`config.mk`:
```
export PLATFORM = sky130hd
export DESIGN_NAME = scm_router
export DESIGN_NICKNAME = d
export VERILOG_FILES = /design/src/hdl/scm_pkg.sv /design/src/hdl/scm_router.sv
export SDC_FILE = /design/constraint.sdc
export NUM_CORES = 1
export LEC_CHECK = 0
export ABC_AREA = 0
export BUFFER_PORTS_ARGS = -buffer_cell sky130_fd_sc_hd__buf_2
export CAP_MARGIN = 0
export CORE_ASPECT_RATIO = 0.8
export CORE_MARGIN = 2
export CORE_UTILIZATION = 54
export CTS_CLUSTER_DIAMETER = 80
export DETAILED_ROUTE_END_ITERATION = 10
export PLACE_DENSITY = 0.75
export REMOVE_ABC_BUFFERS = 1
export SYNTH_ARGS = -nofsm -noshare
export SYNTH_HDL_FRONTEND = slang
export SYNTH_SLANG_ARGS = --single-unit
```
`constraint.sdc`:
```
create_clock -name clk_sys -period 1.9 [get_ports clk_sys]
set_input_delay 0.38 -clock clk_sys [delete_from_list [all_inputs] [get_ports clk_sys]]
set_output_delay 0.38 -clock clk_sys [all_outputs]
set_load 0.02 [all_outputs]
```
`src/hdl/scm_pkg.sv`:
```
// constants and state types for the sync connector label router
package scm_pkg;
  // user pin configuration codes
  localparam logic [1:0] PIN_CFG_OUTPUT = 2'h0;
  localparam logic [1:0] PIN_CFG_IN_ONE = 2'h1;
  localparam logic [1:0] PIN_CFG_IN_TWO = 2'h2;
  // sync output source select codes
  localparam logic [3:0] OUT_CONST_LOW = 4'h0;
  localparam logic [3:0] OUT_CONST_HIGH = 4'h1;
  localparam logic [3:0] OUT_PIN_ZERO = 4'h2;
  localparam logic [3:0] OUT_PIN_ONE = 4'h3;
  localparam logic [3:0] OUT_IN_ONE = 4'h4;
  localparam logic [3:0] OUT_IN_TWO = 4'h5;
  localparam logic [3:0] OUT_START = 4'h6;
  localparam logic [3:0] OUT_SECOND = 4'h7;
  localparam logic [3:0] OUT_TIMECODE_CHECK = 4'h8;
  // label mode codes
  localparam logic [4:0] LABEL_OFF = 5'h00;
  localparam logic [4:0] LABEL_ONE_RISE = 5'h01;
  localparam logic [4:0] LABEL_ONE_FALL = 5'h02;
  localparam logic [4:0] LABEL_TWO_RISE = 5'h03;
  localparam logic [4:0] LABEL_TWO_FALL = 5'h04;
  localparam logic [4:0] LABEL_INTERNAL = 5'h05;
  localparam logic [4:0] LABEL_TC_ONE = 5'h10;
  localparam logic [4:0] LABEL_TC_ONE_INV = 5'h11;
  localparam logic [4:0] LABEL_TC_TWO = 5'h12;
  localparam logic [4:0] LABEL_TC_TWO_INV = 5'h13;
  // timing
  localparam longint CLK_PERIOD_NS = 40;
  localparam longint SECOND_NS = 1000000000;
  localparam longint TC_MARK_MIN_US = 6500;
  localparam longint TC_LOSS_S = 2;
  localparam longint SECOND_CYCLES = SECOND_NS / CLK_PERIOD_NS;
  localparam longint TC_MARK_CYCLES =
    (TC_MARK_MIN_US * 1000 + CLK_PERIOD_NS - 1) / CLK_PERIOD_NS;
  localparam longint TC_LOSS_CYCLES = TC_LOSS_S * SECOND_CYCLES;

  typedef struct packed {
    logic [1:0] sync1;
    logic [1:0] sync2;
    logic [1:0] sync3;
    logic [1:0] filt;
    logic start_lbl;
    logic sec_lbl;
    logic sec_run;
    logic [31:0] sec_cnt;
    logic tc_lvl;
    logic [31:0] tc_hcnt;
    logic tc_prev_mark;
    logic tc_ready;
    logic tc_sec;
    logic [31:0] tc_wd;
    logic out_one;
    logic out_two;
    logic pin0_o;
    logic pin0_oe;
    logic pin1_o;
    logic pin1_oe;
  } scm_state_s;
endpackage

```
`src/hdl/scm_router.sv`:
```
// sync connector routing, label generation and time-code second decoding
// Notes on behaviour
// - pin code 0 output, 1 driven from sync in one, 2 from two
// - pin codes only act when custom firmware is loaded
// - select 0 drives low, 1 drives high; low after reset
// - select 2 routes user pin zero, 3 routes user pin one
// - select 4 passes sync in one, 5 passes sync in two
// - select 6 pulses on every start label
// - select 7 pulses on every second label
// - select 8: output one decoder ready, output two decoded second
// - mode 0 generates no label
// - mode 1 rising edge of input one, mode 3 of input two
// - mode 2 falling edge of input one, mode 4 of input two
// - internal start mode: one label per start command only
// - internal second mode: timer label each second after start command
// - mode 16 decoder on input one, second labels only
// - mode 18 decoder on input two uninverted
// - modes 17 and 19 feed decoder inverted input one or two
module scm_router #(
  parameter logic [31:0] SEC_CYC = 32'(scm_pkg::SECOND_CYCLES),
  parameter logic [31:0] MARK_CYC = 32'(scm_pkg::TC_MARK_CYCLES),
  parameter logic [31:0] LOSS_CYC = 32'(scm_pkg::TC_LOSS_CYCLES)
) (
  input wire logic clk_sys,
  input wire logic rst_n,
  input wire logic sync_in_one,
  input wire logic sync_in_two,
  input wire logic custom_firmware,
  input wire logic [1:0] user_pin_config_zero,
  input wire logic [1:0] user_pin_config_one,
  input wire logic user_pin_zero_i,
  output logic user_pin_zero_o,
  output logic user_pin_zero_oe,
  input wire logic user_pin_one_i,
  output logic user_pin_one_o,
  output logic user_pin_one_oe,
  input wire logic [3:0] sync_out_source_select_one,
  input wire logic [3:0] sync_out_source_select_two,
  input wire logic [4:0] start_label_mode,
  input wire logic [4:0] second_label_mode,
  input wire logic start_label_command,
  input wire logic second_label_start_command,
  output logic sync_out_one,
  output logic sync_out_two,
  output logic start_label,
  output logic second_label,
  output logic timecode_ready
);
  scm_pkg::scm_state_s st_q, st_d;
  logic [3:0] edges;
  logic tc_in, tc_on, is_mark;

  ////////////////////////////////////////////////////////////////////////
  function automatic logic edge_event(input logic [4:0] m,
                                      input logic [3:0] e);
    logic r;
    r = 1'b0;
    case (m)
      scm_pkg::LABEL_ONE_RISE: r = e[0];
      scm_pkg::LABEL_TWO_RISE: r = e[2];
      scm_pkg::LABEL_ONE_FALL: r = e[1];
      scm_pkg::LABEL_TWO_FALL: r = e[3];
      default: r = 1'b0;
    endcase
    return r;
  endfunction

  function automatic logic route(input logic [3:0] sel, input logic second,
                                 input scm_pkg::scm_state_s s,
                                 input logic p0, input logic p1);
    logic r;
    r = 1'b0;
    case (sel)
      scm_pkg::OUT_CONST_LOW: r = 1'b0;
      scm_pkg::OUT_CONST_HIGH: r = 1'b1;
      scm_pkg::OUT_PIN_ZERO: r = p0;
      scm_pkg::OUT_PIN_ONE: r = p1;
      scm_pkg::OUT_IN_ONE: r = s.filt[0];
      scm_pkg::OUT_IN_TWO: r = s.filt[1];
      scm_pkg::OUT_START: r = s.start_lbl;
      scm_pkg::OUT_SECOND: r = s.sec_lbl;
      scm_pkg::OUT_TIMECODE_CHECK: r = second ? s.tc_sec : s.tc_ready;
      default: r = 1'b0;
    endcase
    return r;
  endfunction

  ////////////////////////////////////////////////////////////////////////
  always_comb begin
    st_d = st_q;
    // three stages; a change counts once stages two and three agree
    st_d.sync1 = {sync_in_two, sync_in_one};
    st_d.sync2 = st_q.sync1;
    st_d.sync3 = st_q.sync2;
    for (int i = 0; i < 2; i++) begin
      if (st_q.sync2[i] == st_q.sync3[i]) begin
        st_d.filt[i] = st_q.sync3[i];
      end
    end
    edges = {~st_d.filt[1] & st_q.filt[1], st_d.filt[1] & ~st_q.filt[1],
             ~st_d.filt[0] & st_q.filt[0], st_d.filt[0] & ~st_q.filt[0]};

    // decoder input select; decoder idles outside its modes
    tc_on = 1'b1;
    case (second_label_mode)
      scm_pkg::LABEL_TC_ONE: tc_in = st_q.filt[0];
      scm_pkg::LABEL_TC_ONE_INV: tc_in = ~st_q.filt[0];
      scm_pkg::LABEL_TC_TWO: tc_in = st_q.filt[1];
      scm_pkg::LABEL_TC_TWO_INV: tc_in = ~st_q.filt[1];
      default: begin
        tc_in = 1'b0;
        tc_on = 1'b0;
      end
    endcase
    // two marker pulses in a row mark the second; pulse seen at its end
    is_mark = st_q.tc_hcnt >= MARK_CYC;
    st_d.tc_lvl = tc_in;
    st_d.tc_sec = 1'b0;
    if (tc_in && !st_q.tc_lvl) begin
      st_d.tc_hcnt = '0;
    end else if (tc_in && st_q.tc_hcnt != '1) begin
      st_d.tc_hcnt = st_q.tc_hcnt + 32'h0000_0001;
    end
    if (!tc_in && st_q.tc_lvl) begin
      if (is_mark && st_q.tc_prev_mark) begin
        st_d.tc_sec = 1'b1;
        st_d.tc_ready = 1'b1;
        st_d.tc_prev_mark = 1'b0;
      end else begin
        st_d.tc_prev_mark = is_mark;
      end
    end
    if (st_d.tc_sec) begin
      st_d.tc_wd = '0;
    end else if (st_q.tc_wd >= LOSS_CYC) begin
      st_d.tc_ready = 1'b0;
    end else begin
      st_d.tc_wd = st_q.tc_wd + 32'h0000_0001;
    end
    if (!tc_on) begin
      st_d.tc_hcnt = '0;
      st_d.tc_prev_mark = 1'b0;
      st_d.tc_ready = 1'b0;
      st_d.tc_sec = 1'b0;
      st_d.tc_wd = '0;
    end

    // one per second timer; a new command restarts the phase
    if (second_label_mode != scm_pkg::LABEL_INTERNAL) begin
      st_d.sec_run = 1'b0;
      st_d.sec_cnt = '0;
    end else if (second_label_start_command) begin
      st_d.sec_run = 1'b1;
      st_d.sec_cnt = '0;
    end else if (st_q.sec_run) begin
      if (st_q.sec_cnt == SEC_CYC - 32'h0000_0001) begin
        st_d.sec_cnt = '0;
      end else begin
        st_d.sec_cnt = st_q.sec_cnt + 32'h0000_0001;
      end
    end

    // decoder modes are not valid start sources and fall to off
    if (start_label_mode == scm_pkg::LABEL_INTERNAL) begin
      st_d.start_lbl = start_label_command;
    end else begin
      st_d.start_lbl = edge_event(start_label_mode, edges);
    end
    if (second_label_mode == scm_pkg::LABEL_INTERNAL) begin
      st_d.sec_lbl = st_q.sec_run && !second_label_start_command &&
        st_q.sec_cnt == SEC_CYC - 32'h0000_0001;
    end else if (tc_on) begin
      st_d.sec_lbl = st_d.tc_sec;
    end else begin
      st_d.sec_lbl = edge_event(second_label_mode, edges);
    end

    // standard firmware ignores the pin codes: pins stay outputs
    st_d.pin0_oe = custom_firmware &&
      user_pin_config_zero != scm_pkg::PIN_CFG_OUTPUT;
    st_d.pin1_oe = custom_firmware &&
      user_pin_config_one != scm_pkg::PIN_CFG_OUTPUT;
    st_d.pin0_o = user_pin_config_zero == scm_pkg::PIN_CFG_IN_TWO ?
      st_q.filt[1] : st_q.filt[0];
    st_d.pin1_o = user_pin_config_one == scm_pkg::PIN_CFG_IN_TWO ?
      st_q.filt[1] : st_q.filt[0];
    st_d.out_one = route(sync_out_source_select_one, 1'b0, st_q,
                         user_pin_zero_i, user_pin_one_i);
    st_d.out_two = route(sync_out_source_select_two, 1'b1, st_q,
                         user_pin_zero_i, user_pin_one_i);
  end

  always_ff @(posedge clk_sys) begin
    if (!rst_n) begin
      st_q <= '0;
    end else begin
      st_q <= st_d;
    end
  end

  assign sync_out_one = st_q.out_one;
  assign sync_out_two = st_q.out_two;
  assign user_pin_zero_o = st_q.pin0_o;
  assign user_pin_zero_oe = st_q.pin0_oe;
  assign user_pin_one_o = st_q.pin1_o;
  assign user_pin_one_oe = st_q.pin1_oe;
  assign start_label = st_q.start_lbl;
  assign second_label = st_q.sec_lbl;
  assign timecode_ready = st_q.tc_ready;
endmodule // scm_router

```
Word-level counts from Yosys, hierarchy flattened

Index checks and enable logic that the tools add are counted.

Bits in registers: 117
Logic and storage cells: 113
ROM bits: 0
Memories kept: 0
Bits in latches: 0
RAM bits: 0

Multiplexer cells: 22
$add $sub $neg: 3
Multipliers: 0
Shifts and indexed selects: 0
Bitwise operators: 10
Equal/unequal tests: 37
Reductions and logical operators: 19
Divide/modulo/power cells: 0
Order comparisons: 2

Operators by type and width:

| operator                                                                | count |
|---|---|
| 32-bit by 1-bit adder with 32-bit output, second input constant         | 3 |
| 32-bit 2-to-1 mux                                                       | 3 |
| 33-bit 2-to-1 mux                                                       | 1 |
| 32-bit by 25-bit == test with 1-bit output, second input constant       | 1 |
| 4-bit by 3-bit == test with 1-bit output, second input constant         | 8 |
| 32-bit by 18-bit >= comparator with 1-bit output, second input constant | 1 |
| 32-bit by 26-bit >= comparator with 1-bit output, second input constant | 1 |
| 32-bit != test, second input constant                                   | 1 |
| 5-bit by 2-bit == test with 1-bit output, second input constant         | 4 |
| 5-bit by 3-bit == test with 1-bit output, second input constant         | 4 |
| 5-bit == test, second input constant                                    | 4 |
| 4-bit by 2-bit == test with 1-bit output, second input constant         | 4 |
| 1-bit case mux with 8 select lines                                      | 2 |
| 1-bit case mux with 4 select lines                                      | 3 |
| 1-bit 2-to-1 mux                                                        | 11 |
| 5-bit by 1-bit == test with 1-bit output, second input constant         | 2 |
| 3-bit OR reduction                                                      | 3 |
| 4-bit by 1-bit == test with 1-bit output, second input constant         | 2 |
| 4-bit == test, second input constant                                    | 2 |
| 1-bit logical AND                                                       | 8 |
| 1-bit inverter                                                          | 6 |
| 5-bit by 3-bit != test with 1-bit output, second input constant         | 1 |
| 1-bit AND                                                               | 4 |
| 2-bit == test, second input constant                                    | 2 |
| 7 further kinds                                                         | 12 |

Depth between registers and ports, before layout

Gate-level depths: netlist (run 1).

Depth after elaboration: 9
Depth in mapped cells: 8

Least setup slack after synthesis (run 1)

OpenSTA, ideal clock, no wires.

Path type: reg2reg
Start point: register st_q[41] (netlist bit)
End point: register st_q[57] (netlist bit)
Arrival time: 1.835 ns
Library setup time: 0.070 ns
Buffers on the path: 2
Cell stages (with the launch flop): 8
Path slack: -0.006 ns
Cell sequence: dfxtp_1 -> ha_1 -> and3_1 -> clkbuf_1 -> and4_1 -> clkbuf_1 -> or4_1 -> a21oi_1

Cells in the longest elaborated chain, start to end: 2

Ends and longest elaborated chain:

| what                                                                             | RTL line          | RTL |
|---|---|---|
| start, declared                                                                  | scm_router.sv:49  | `scm_pkg::scm_state_s st_q, st_d;` |
| start signal, assigned                                                           | scm_router.sv:197 | `st_q <= st_d;` |
| branches (longest 2 deep; another with 32-bit by 1-bit adder with 32-bit output) | n/a               |  |

Several ways; the timed one is not identified.
A chain may end at the register's enable or synchronous reset.

Worst setup path after layout (run 1)

Start point: register st_q[12] (netlist bit)
End point: register st_q[27] (netlist bit)

Cells in the longest elaborated chain, start to end: 1

Ends and longest elaborated chain:

| what                                                                                                                | RTL line |
|---|---|
| 32-bit by 1-bit adder with 32-bit output / 32-bit by 26-bit >= comparator with 1-bit output (equally long branches) | scm_router.sv:138, scm_router.sv:135 |

Several ways; a longest one is shown, not always the timed one.

==> impl_metrics.csv, run 1 <==
group,metric,value,unit
floorplan,placement_rows,33,
synth,syn_area,5707,µm²
global_route,grt_pass1_vias,5221,
sta,layout_setup_ws,-0.1913,ns
power_and_ir_drop,finalPower,5934,µW
global_route,grt_util_met2,0.4301,
layout,layout-drive-gt1-share,0.2855,
synth,synth_commonest_cells,"dfxtp_1 (117), a21oi_1 (69), nor2_1 (56), nand2_1 (43)",
critical_path,arrival,2.43,ns
synth,avgSynthCellArea,8.380,µm²
synth,async_reset_ff_frac,0,
critical_path,crit_required,2.24,ns
synth,synth_top_area_frac,0.4104,
route,drtIter0Drc,404,
synth,syn_inst,681,
sta,fmax,478.2,MHz
critical_path,crit_chain,"nand4_1 -> nor3_4 -> buf_4 -> nand4_1 -> or4_4 -> a21oi_2",
sta,hold_viol,0,
placed_design,place_hpwl,9.765,mm
critical_path,cp_top_family,"simple AND/OR/NAND/NOR gates",
job,drv_cap,0,
placed_design,pre_cts_slack,-0.2006,ns
clocking,clkTransAtPathRegs,0.06,ns
synth,synth.most_common_cell,"dfxtp_1",
global_route,grt_overflow,0,
synth,synth_top_cells_by_area,"dfxtp_1 (41%), a21oi_1 (6.1%), o31ai_1 (5.5%)",
layout,syn2layout_area_growth,34.55,%
floorplan,fp.coreArea,10280,µm²
clocking,clkSinkCount,117,
synth,synthFlopType,"dfxtp_1",
synth,synth_edf_count,0,
layout,diodes,0,
critical_path,end_kind,"flop",
clocking,h-tree-depth,4,
sta,min_period_over_period,1.101,
power_and_ir_drop,p_per_area,772.8,nW/µm²
sta,slew_headroom,0.6322,
layout,final_nets,825,
route,wl_per_cell,16.78,µm
sta,holdWs,0.1852,ns
synth,synth_largest_area_cell,"dfxtp_1",
route,dr.pass1.iters,5,
placed_design,port_buffers,39,
critical_path,critPathLaunchType,"flop",
global_route,grt_pass1_wl,24.27,mm
layout,fillers,675,
clocking,clock_latency,0.41,ns
synth,yosysUniqueCellTypes,54,
sta,finalSetupViolations,23,
floorplan,die-width,118.9,µm
critical_path,crit_buf_inv,1,
clocking,cts_hold_buf,0,
synth,ys_ff_latch,117,
sta,fin_tns_setup,-1.771,ns
placed_design,place_congestion,0.8186,
sta,skew,0.007850,ns
global_route,grt_max_degree,33,
global_route,grtUsageMet3,0.04976,
sta,worst-slew-pin-transition,0.5503,ns
global_route,grt_use_total,0.2633,
critical_path,cp_slowest_stage_delay,0.58,ns
route,drc,0,
global_route,busiest_layer,"met2",
layout,multi_input_area,3487,µm²
power_and_ir_drop,ir_drop,0.0006786,V
synth,synth-seq-area-share,0.4104,
status,status,"complete, but fails checks",
clocking,cts_tree,"done",
hold_path,hold_path.class,"input port to flop",
global_route,antenna_found_initial,0,
floorplan,die_y,95.95,µm
route,vias,5873,
sta,fin_crit,2.091,ns
sta,rsz0062_at_grt,"true",
floorplan,initial_core_util,0.5551,
route,vias_per_cell,6.235,
critical_path,slowest_stage,"or4_4",
clocking,cts_root_buf,"clkbuf_16",
critical_path,path_max_fanout,4,
floorplan,io_pins,40,
clocking,clockBufferDepth,2,
power_and_ir_drop,p_leak,0.002621,µW
route,drtAntennaViolNets,0,
layout,final_core_util,0.7469,
global_route,use_met1,0.3441,
critical_path,cpMostUsedCell,"nand4_1",
clocking,numCtsBuffers,17,
sta,drv_slew,0,
status,violations,"negative setup slack",
critical_path,critical_path_class,"flop to flop",
synth,yosysWarnings,0,
route,wirelength,15.81,mm
layout,regArea,2367,µm²
floorplan,fp.dieArea,11410,µm²
registers in the layout, indices dropped and copies added, names as in the netlist:
signal            flops
user_pin_zero_o       1
st_d                  4
user_pin_zero_oe      1
st_q                104
second_label          1
sync_out_one          1
user_pin_one_o        1
timecode_ready        1
start_label           1
user_pin_one_oe       1
sync_out_two          1
repair_timing:
action	CTS	global route
cloned	1	2
resized for setup	14	75
setup buffers	1	6
setup endpoints to repair	48	63
pin swaps	17	31
final cells by class:
| class | count | area share |
|---|---|---|
| Timing Repair Buffer | 121 | 0.1243 |
| Inverter | 21 | 0.01027 |
| Clock buffer | 18 | 0.05719 |
| Tap cell | 140 | 0.02281 |
| Sequential cell | 117 | 0.3083 |
| Multi-Input combinational cell | 511 | 0.4541 |
| Clock inverter | 14 | 0.02298 |
cell usage in the layout (no fill, tap or decap), types with 17 or more instances in the layout:
cell       netlist  final
o21ai_0         24     23
nor2_1          56     56
dfxtp_2          0     17
o31ai_1         42     33
buf_2            5     39
xor2_1          17     17
dfxtp_1        117     99
buf_4            3     68
nand2_1         43     42
or4_1           42     39
a21oi_1         69     54
nand3_1         41     39
clkbuf_16        0     18
inv_1           21     20
nand4_1         29     29
logic make-up (layout without fill, tap and decap cells):
logic type | after synthesis | in the layout | share of synthesized area
flops | 117 | 117 | 0.4104
simple gates | 308 | 308 | 0.3076
compound gates | 158 | 159 | 0.1701
mux | 9 | 9 | 0.01622
fa+ha+maj | 5 | 5 | 0.01096
xor+xnor | 30 | 30 | 0.04604
buf+inv | 54 | 174 | 0.03859
power breakdown:
| group | total, µW | internal [µW] | switching [µW] |
|---|---|---|---|
| clock | 3310 | 2110 | 1200 |
| sequential | 2470 | 2460 | 6.77 |
| combinational | 156 | 68.3 | 87.3 |
| total | 5930 | 4640 | 1290 |
per-layer routing:
layer / routed length [µm] / vias up / share of wire
met5: 0 / - / 0
met3: 1009 / 34 / 0.064
met1: 7043 / 2826 / 0.45
li1: - / 2794 / -
met2: 7397 / 219 / 0.47
met4: 355 / 0 / 0.022
worst register-to-register path: cells and delay by family, from the launching register on:
| family | cells | cell delay (ns) |
|---|---|---|
| and+or+nand+nor | 4 | 1.28 |
| buffers and inverters | 1 | 0.15 |
| AOI/OAI and AO/OA | 1 | 0.17 |
| DFF | 1 | 0.43 |
worst paths after layout:
path | from | end | slack [ns] | cells past startpoint
hold reg to reg | st_d[114]$_SDFF_PN0_ | st_d[112]$_SDFF_PN0_ | 0.44 | 1
setup / recovery | st_q[12]$_SDFFE_PP0P_ | st_q[27]$_SDFFE_PP0P_ | -0.19 | 6
hold / removal | sync_in_one | st_d[113]$_SDFF_PN0_ | 0.19 | 2
setup reg to reg | st_q[12]$_SDFFE_PP0P_ | st_q[27]$_SDFFE_PP0P_ | -0.19 | 6
metrics by stage:
step,cell area (µm²),std cells
floorplan,5565,648
global placement,6559,900
detailed placement,6559,900
CTS,7288,934
global route,7679,942
finish,7679,942
Power figures use the tool's default switching activity.
==> run 2, diff against run 1 <==
CORE_UTILIZATION = 60   (was 54)
PLACE_DENSITY = 0.79   (was 0.75)
clock period = 2.4 ns   (was 1.9 ns; I/O delays follow)
==> impl_metrics.csv, run 2 (synthesis gave the netlist of run 1 again) <==
group,metric,value,unit
route,dr.pass1.iters,8,
clocking,cts_tree,"done",
job,drv_cap,0,
clocking,clkTransAtPathRegs,0.06,ns
layout,final_core_util,0.7287,
sta,layout_setup_ws,0.1524,ns
layout,fillers,696,
layout,final_cells,848,
sta,slew_headroom,0.2643,
placed_design,place_hpwl,8.965,mm
layout,multi_input_area,3162,µm²
floorplan,fp.coreArea,9154,µm²
sta,skew,0.008151,ns
global_route,grt_pass1_wl,23.14,mm
layout,diodes,0,
critical_path,path_max_fanout,12,
critical_path,arrival,2.58,ns
clocking,h-tree-depth,4,
sta,rsz0062_at_grt,"false",
route,wirelength,13.67,mm
floorplan,initial_core_util,0.6234,
route,vias_per_cell,6.350,
layout,syn2layout_area_growth,16.88,%
floorplan,die-width,113.0,µm
critical_path,crit_required,2.73,ns
route,vias,5385,
layout,regArea,2342,µm²
layout,layout-drive-gt1-share,0.1310,
clocking,cts_hold_buf,0,
clocking,clock_latency,0.41,ns
placed_design,placed_cells,817,
sta,drv_slew,0,
critical_path,critPathLaunchType,"flop",
floorplan,fp.dieArea,10310,µm²
clocking,cts_setup_buffers,0,
global_route,grt_use_total,0.2723,
placed_design,port_buffers,39,
route,drc,9,
sta,hold_viol,0,
route,drtIter0Drc,562,
global_route,grt_max_degree,51,
sta,min_period_over_period,0.9365,
clocking,clkSinkCount,117,
global_route,grt_overflow,0,
critical_path,end_kind,"flop",
placed_design,place_congestion,0.8824,
status,status,"complete, but fails checks",
global_route,grt_pass1_vias,4950,
layout,mostFrequentLayoutCell,"dfxtp_1",
power_and_ir_drop,p_per_area,699.9,nW/µm²
sta,fin_crit,2.248,ns
layout,final_nets,757,
global_route,antenna_found_initial,0,
placed_design,pre_cts_slack,-0.1631,ns
floorplan,io_pins,40,
floorplan,placement_rows,31,
layout,layout_common_cells,"dfxtp_1 (117), a21oi_1 (69), nor2_1 (56)",
critical_path,critical_path_class,"flop to flop",
power_and_ir_drop,ir_drop,0.0005706,V
sta,finalSetupViolations,0,
sta,worst-slew-pin-transition,1.104,ns
sta,fmax,444.9,MHz
floorplan,die_y,91.23,µm
hold_path,hold_path.class,"input port to flop",
route,drtAntennaViolNets,0,
power_and_ir_drop,p_leak,0.002142,µW
layout,largest_reg_flops,104,
route,wl_per_cell,16.12,µm
clocking,cts_root_buf,"clkbuf_16",
clocking,numCtsBuffers,17,
clocking,clockBufferDepth,2,
layout,largest_register,"st_q",
status,violations,"design-rule violations",
-- run 2: changes by cell type in the layout (fill, tap and decap cells not counted), moves of 8 or more --
cell and delta:
dfxtp_1 +18, dfxtp_2 -17, a21oi_1 +15, o31ai_1 +9, a21oi_2 -15, buf_4 -55
o31ai_4 -8
-- run 2: timing repair --
item                       CTS  global route
setup endpoints to repair    3             6
gates resized for setup      1             2
hold endpoints to repair     0             0
-- run 2: area by class of cell --
type,count,area share
flip-flops and latches,117,0.3512
multi-input cells,510,0.4740
repair buffers,54,0.04990
inverters,21,0.01182
clock buffers,23,0.07316
clock inverters,8,0.01838
well taps,115,0.02157
-- run 2: metal layers --
layer | track usage | vias to the layer above | wire, µm
li1 | - | 2649 | -
met1 | 0.3798 | 2555 | 6468
met2 | 0.4177 | 165 | 6196
met3 | 0.06676 | 16 | 870
met4 | 0.08333 | 0 | 131
met5 | 0 | - | 0
-- run 2: final timing paths --
kind | from | slack [ns] | endpoint | cells after the start
setup reg to reg | st_q[48]$_SDFFE_PP0P_ | 0.15 | st_q[72]$_SDFFE_PP0P_ | 5
hold / removal | sync_in_one | 0.29 | st_d[113]$_SDFF_PN0_ | 2
hold reg to reg | st_d[113]$_SDFF_PN0_ | 0.46 | st_d[111]$_SDFF_PN0_ | 1
setup / recovery | st_q[48]$_SDFFE_PP0P_ | 0.15 | st_q[72]$_SDFFE_PP0P_ | 5
-- run 2: through the flow --
stage	TNS [ns]	total power, µW	instance area [µm²]	hold WS, ns
final	0	4668	6670	0.2905
after global routing	0	4795	6670	0.2899
after CTS	0	4688	6660	0.2747
after detailed placement	-1.347	2100	6042	0.4307
after global placement	-0.1044	2097	6042	0.4410
after floorplan	0	2045	5565	0.4118
-- run 2: critical path, stage by stage, from the launching register on --
cell,delay (ns)
dfxtp_1,0.46
nand4_4,0.20
nor4_4,0.50
o211ai_2,0.32
or4_1,0.53
a21oi_1,0.15
-- run 2: power breakdown --
part | switching, µW | internal, µW | total [µW]
Sequential | 5.95 | 1950 | 1960
Combinational | 61.6 | 44.8 | 106
Clock | 871 | 1730 | 2600
==> run 3, diff against run 2 <==
--- a/config.mk
+++ b/config.mk
@@ -9,3 +9,3 @@
 export BUFFER_PORTS_ARGS = -buffer_cell sky130_fd_sc_hd__buf_2
-export CAP_MARGIN = 0
+export CAP_MARGIN = 20
 export CORE_ASPECT_RATIO = 0.8
==> constraint.sdc (replaced) <==
create_clock -name clk_sys -period 2.4 [get_ports clk_sys]
set_input_delay 0.6 -clock clk_sys [delete_from_list [all_inputs] [get_ports clk_sys]]
set_output_delay 0.6 -clock clk_sys [all_outputs]
set_load 0.02 [all_outputs]
==> impl_metrics.csv, run 3 (synthesis gave the netlist of run 1 again) <==
group,metric,value,unit
sta,holdWs,0.4119,ns
global_route,antenna_found_initial,0,
layout,largest_reg_flops,104,
placed_design,place_congestion,0.8716,
route,wirelength,13.82,mm
sta,rsz0062_at_grt,"false",
layout,layout_common_cells,"dfxtp_1 (117), a21oi_1 (69), nor2_1 (56)",
layout,largest_register,"st_q",
critical_path,arrival,2.54,ns
clocking,clkSinkCount,117,
global_route,grt_max_degree,51,
critical_path,crit_required,2.73,ns
placed_design,place_hpwl,9.039,mm
power_and_ir_drop,p_per_area,730.9,nW/µm²
global_route,grt_overflow,0,
placed_design,port_buffers,39,
layout,syn2layout_area_growth,18.68,%
route,wl_per_cell,16.26,µm
sta,slew_headroom,0.6472,
clocking,clkTransAtPathRegs,0.05,ns
clocking,clockBufferDepth,2,
layout,diodes,0,
layout,final_core_util,0.7399,
critical_path,critical_path_class,"flop to flop",
sta,worst-slew-pin-transition,0.5244,ns
floorplan,fp.coreArea,9154,µm²
floorplan,placement_rows,31,
clocking,cts_root_buf,"clkbuf_16",
clocking,clock_latency,0.42,ns
critical_path,critPathLaunchType,"flop",
clocking,cts_setup_buffers,0,
route,drc,9,
clocking,h-tree-depth,4,
global_route,grtUsageMet3,0.07009,
global_route,grt_pass1_vias,5039,
power_and_ir_drop,finalPower,4951,µW
sta,hold_viol,0,
critical_path,path_max_fanout,28,
layout,final_nets,759,
layout,postLayoutCellArea,6773,µm²
floorplan,die-width,113.0,µm
floorplan,io_pins,40,
clocking,numCtsBuffers,17,
sta,min_period_over_period,0.9174,
layout,fillers,680,
sta,finalSetupViolations,0,
sta,drv_slew,0,
status,status,"complete, but fails checks",
hold_path,hold_path.class,"input port to flop",
critical_path,r2r_cells,6,
critical_path,end_kind,"flop",
status,violations,"design-rule violations",
layout,layout-drive-gt1-share,0.1293,
global_route,grt_pass1_wl,23.30,mm
job,drv_cap,0,
global_route,grt_use_total,0.2766,
route,dr.pass1.iters,8,
route,drtAntennaViolNets,0,
power_and_ir_drop,ir_drop,0.0004356,V
layout,mostFrequentLayoutCell,"dfxtp_1",
floorplan,fp.dieArea,10310,µm²
global_route,use_met1,0.3709,
sta,fmax,454.2,MHz
route,vias,5483,
placed_design,placed_area,6095,µm²
route,drtIter0Drc,624,
sta,skew,0.01083,ns
clocking,cts_tree,"done",
hold_path,hold_path_depth,2,
floorplan,die_y,91.23,µm
global_route,grt_util_met2,0.4361,
floorplan,initial_core_util,0.6234,
power_and_ir_drop,p_leak,0.002215,µW
global_route,busiest_layer,"met2",
sta,fin_crit,2.202,ns
route,vias_per_cell,6.451,
-- run 3: power breakdown --
group	switching, µW	internal (µW)
Combinational	61.6	48.2
Clock	863	2020
Sequential	5.58	1950
Total	930	4020
-- run 3: path summary, 6_finish.rpt --
| path | startpoint | endpoint | slack [ns] |
|---|---|---|---|
| max | st_q[109]$_SDFF_PN0_ | st_q[58]$_SDFFE_PP0P_ | 0.20 |
| min | sync_in_one | st_d[113]$_SDFF_PN0_ | 0.41 |
| max reg2reg | st_q[109]$_SDFF_PN0_ | st_q[58]$_SDFFE_PP0P_ | 0.20 |
| min reg2reg | st_d[113]$_SDFF_PN0_ | st_d[111]$_SDFF_PN0_ | 0.44 |
-- run 3: worst max-delay path, stage by stage, from the launching register on --
cell and delay, ns:
dfxtp_1 0.47, mux2i_1 0.13, xnor2_1 0.41, nand2_1 0.19, buf_12 0.20, or4_1 0.52, a21oi_1 0.19
-- run 3: layout make-up --
type                    count  area (µm²)  area share
flip-flops and latches    117        2342      0.3458
multi-input cells         510        3151      0.4652
well taps                 115       143.9     0.02125
clock buffers              22       474.2     0.07002
inverters                  21       78.83     0.01164
clock inverters             9       197.7     0.02919
repair buffers             56       385.4     0.05690
-- run 3: through the flow --
| stage | setup TNS, ns | cells | worst slack, ns |
|---|---|---|---|
| final | 0 | 850 | 0.1983 |
| after global routing | 0 | 850 | 0.01966 |
| after floorplan | 0 | 648 | 0.05010 |
| after global placement | 0 | 819 | 0.04203 |
| after CTS | 0 | 850 | 0.2074 |
| after detailed placement | -0.009879 | 819 | -0.009879 |
-- run 3: repair_timing --
| item | in CTS | in global routing |
|---|---|---|
| endpoints found under the setup margin | 0 | 2 |
| hold buffers | 0 | 0 |
| resized for setup | 0 | 1 |
-- run 3: layer usage --
layer	wire length [µm]	vias to the layer above	share of wire
met4	214	0	0.015
met3	914	24	0.066
li1	-	2650	-
met1	6366	2610	0.46
met2	6328	199	0.46
met5	0	-	0
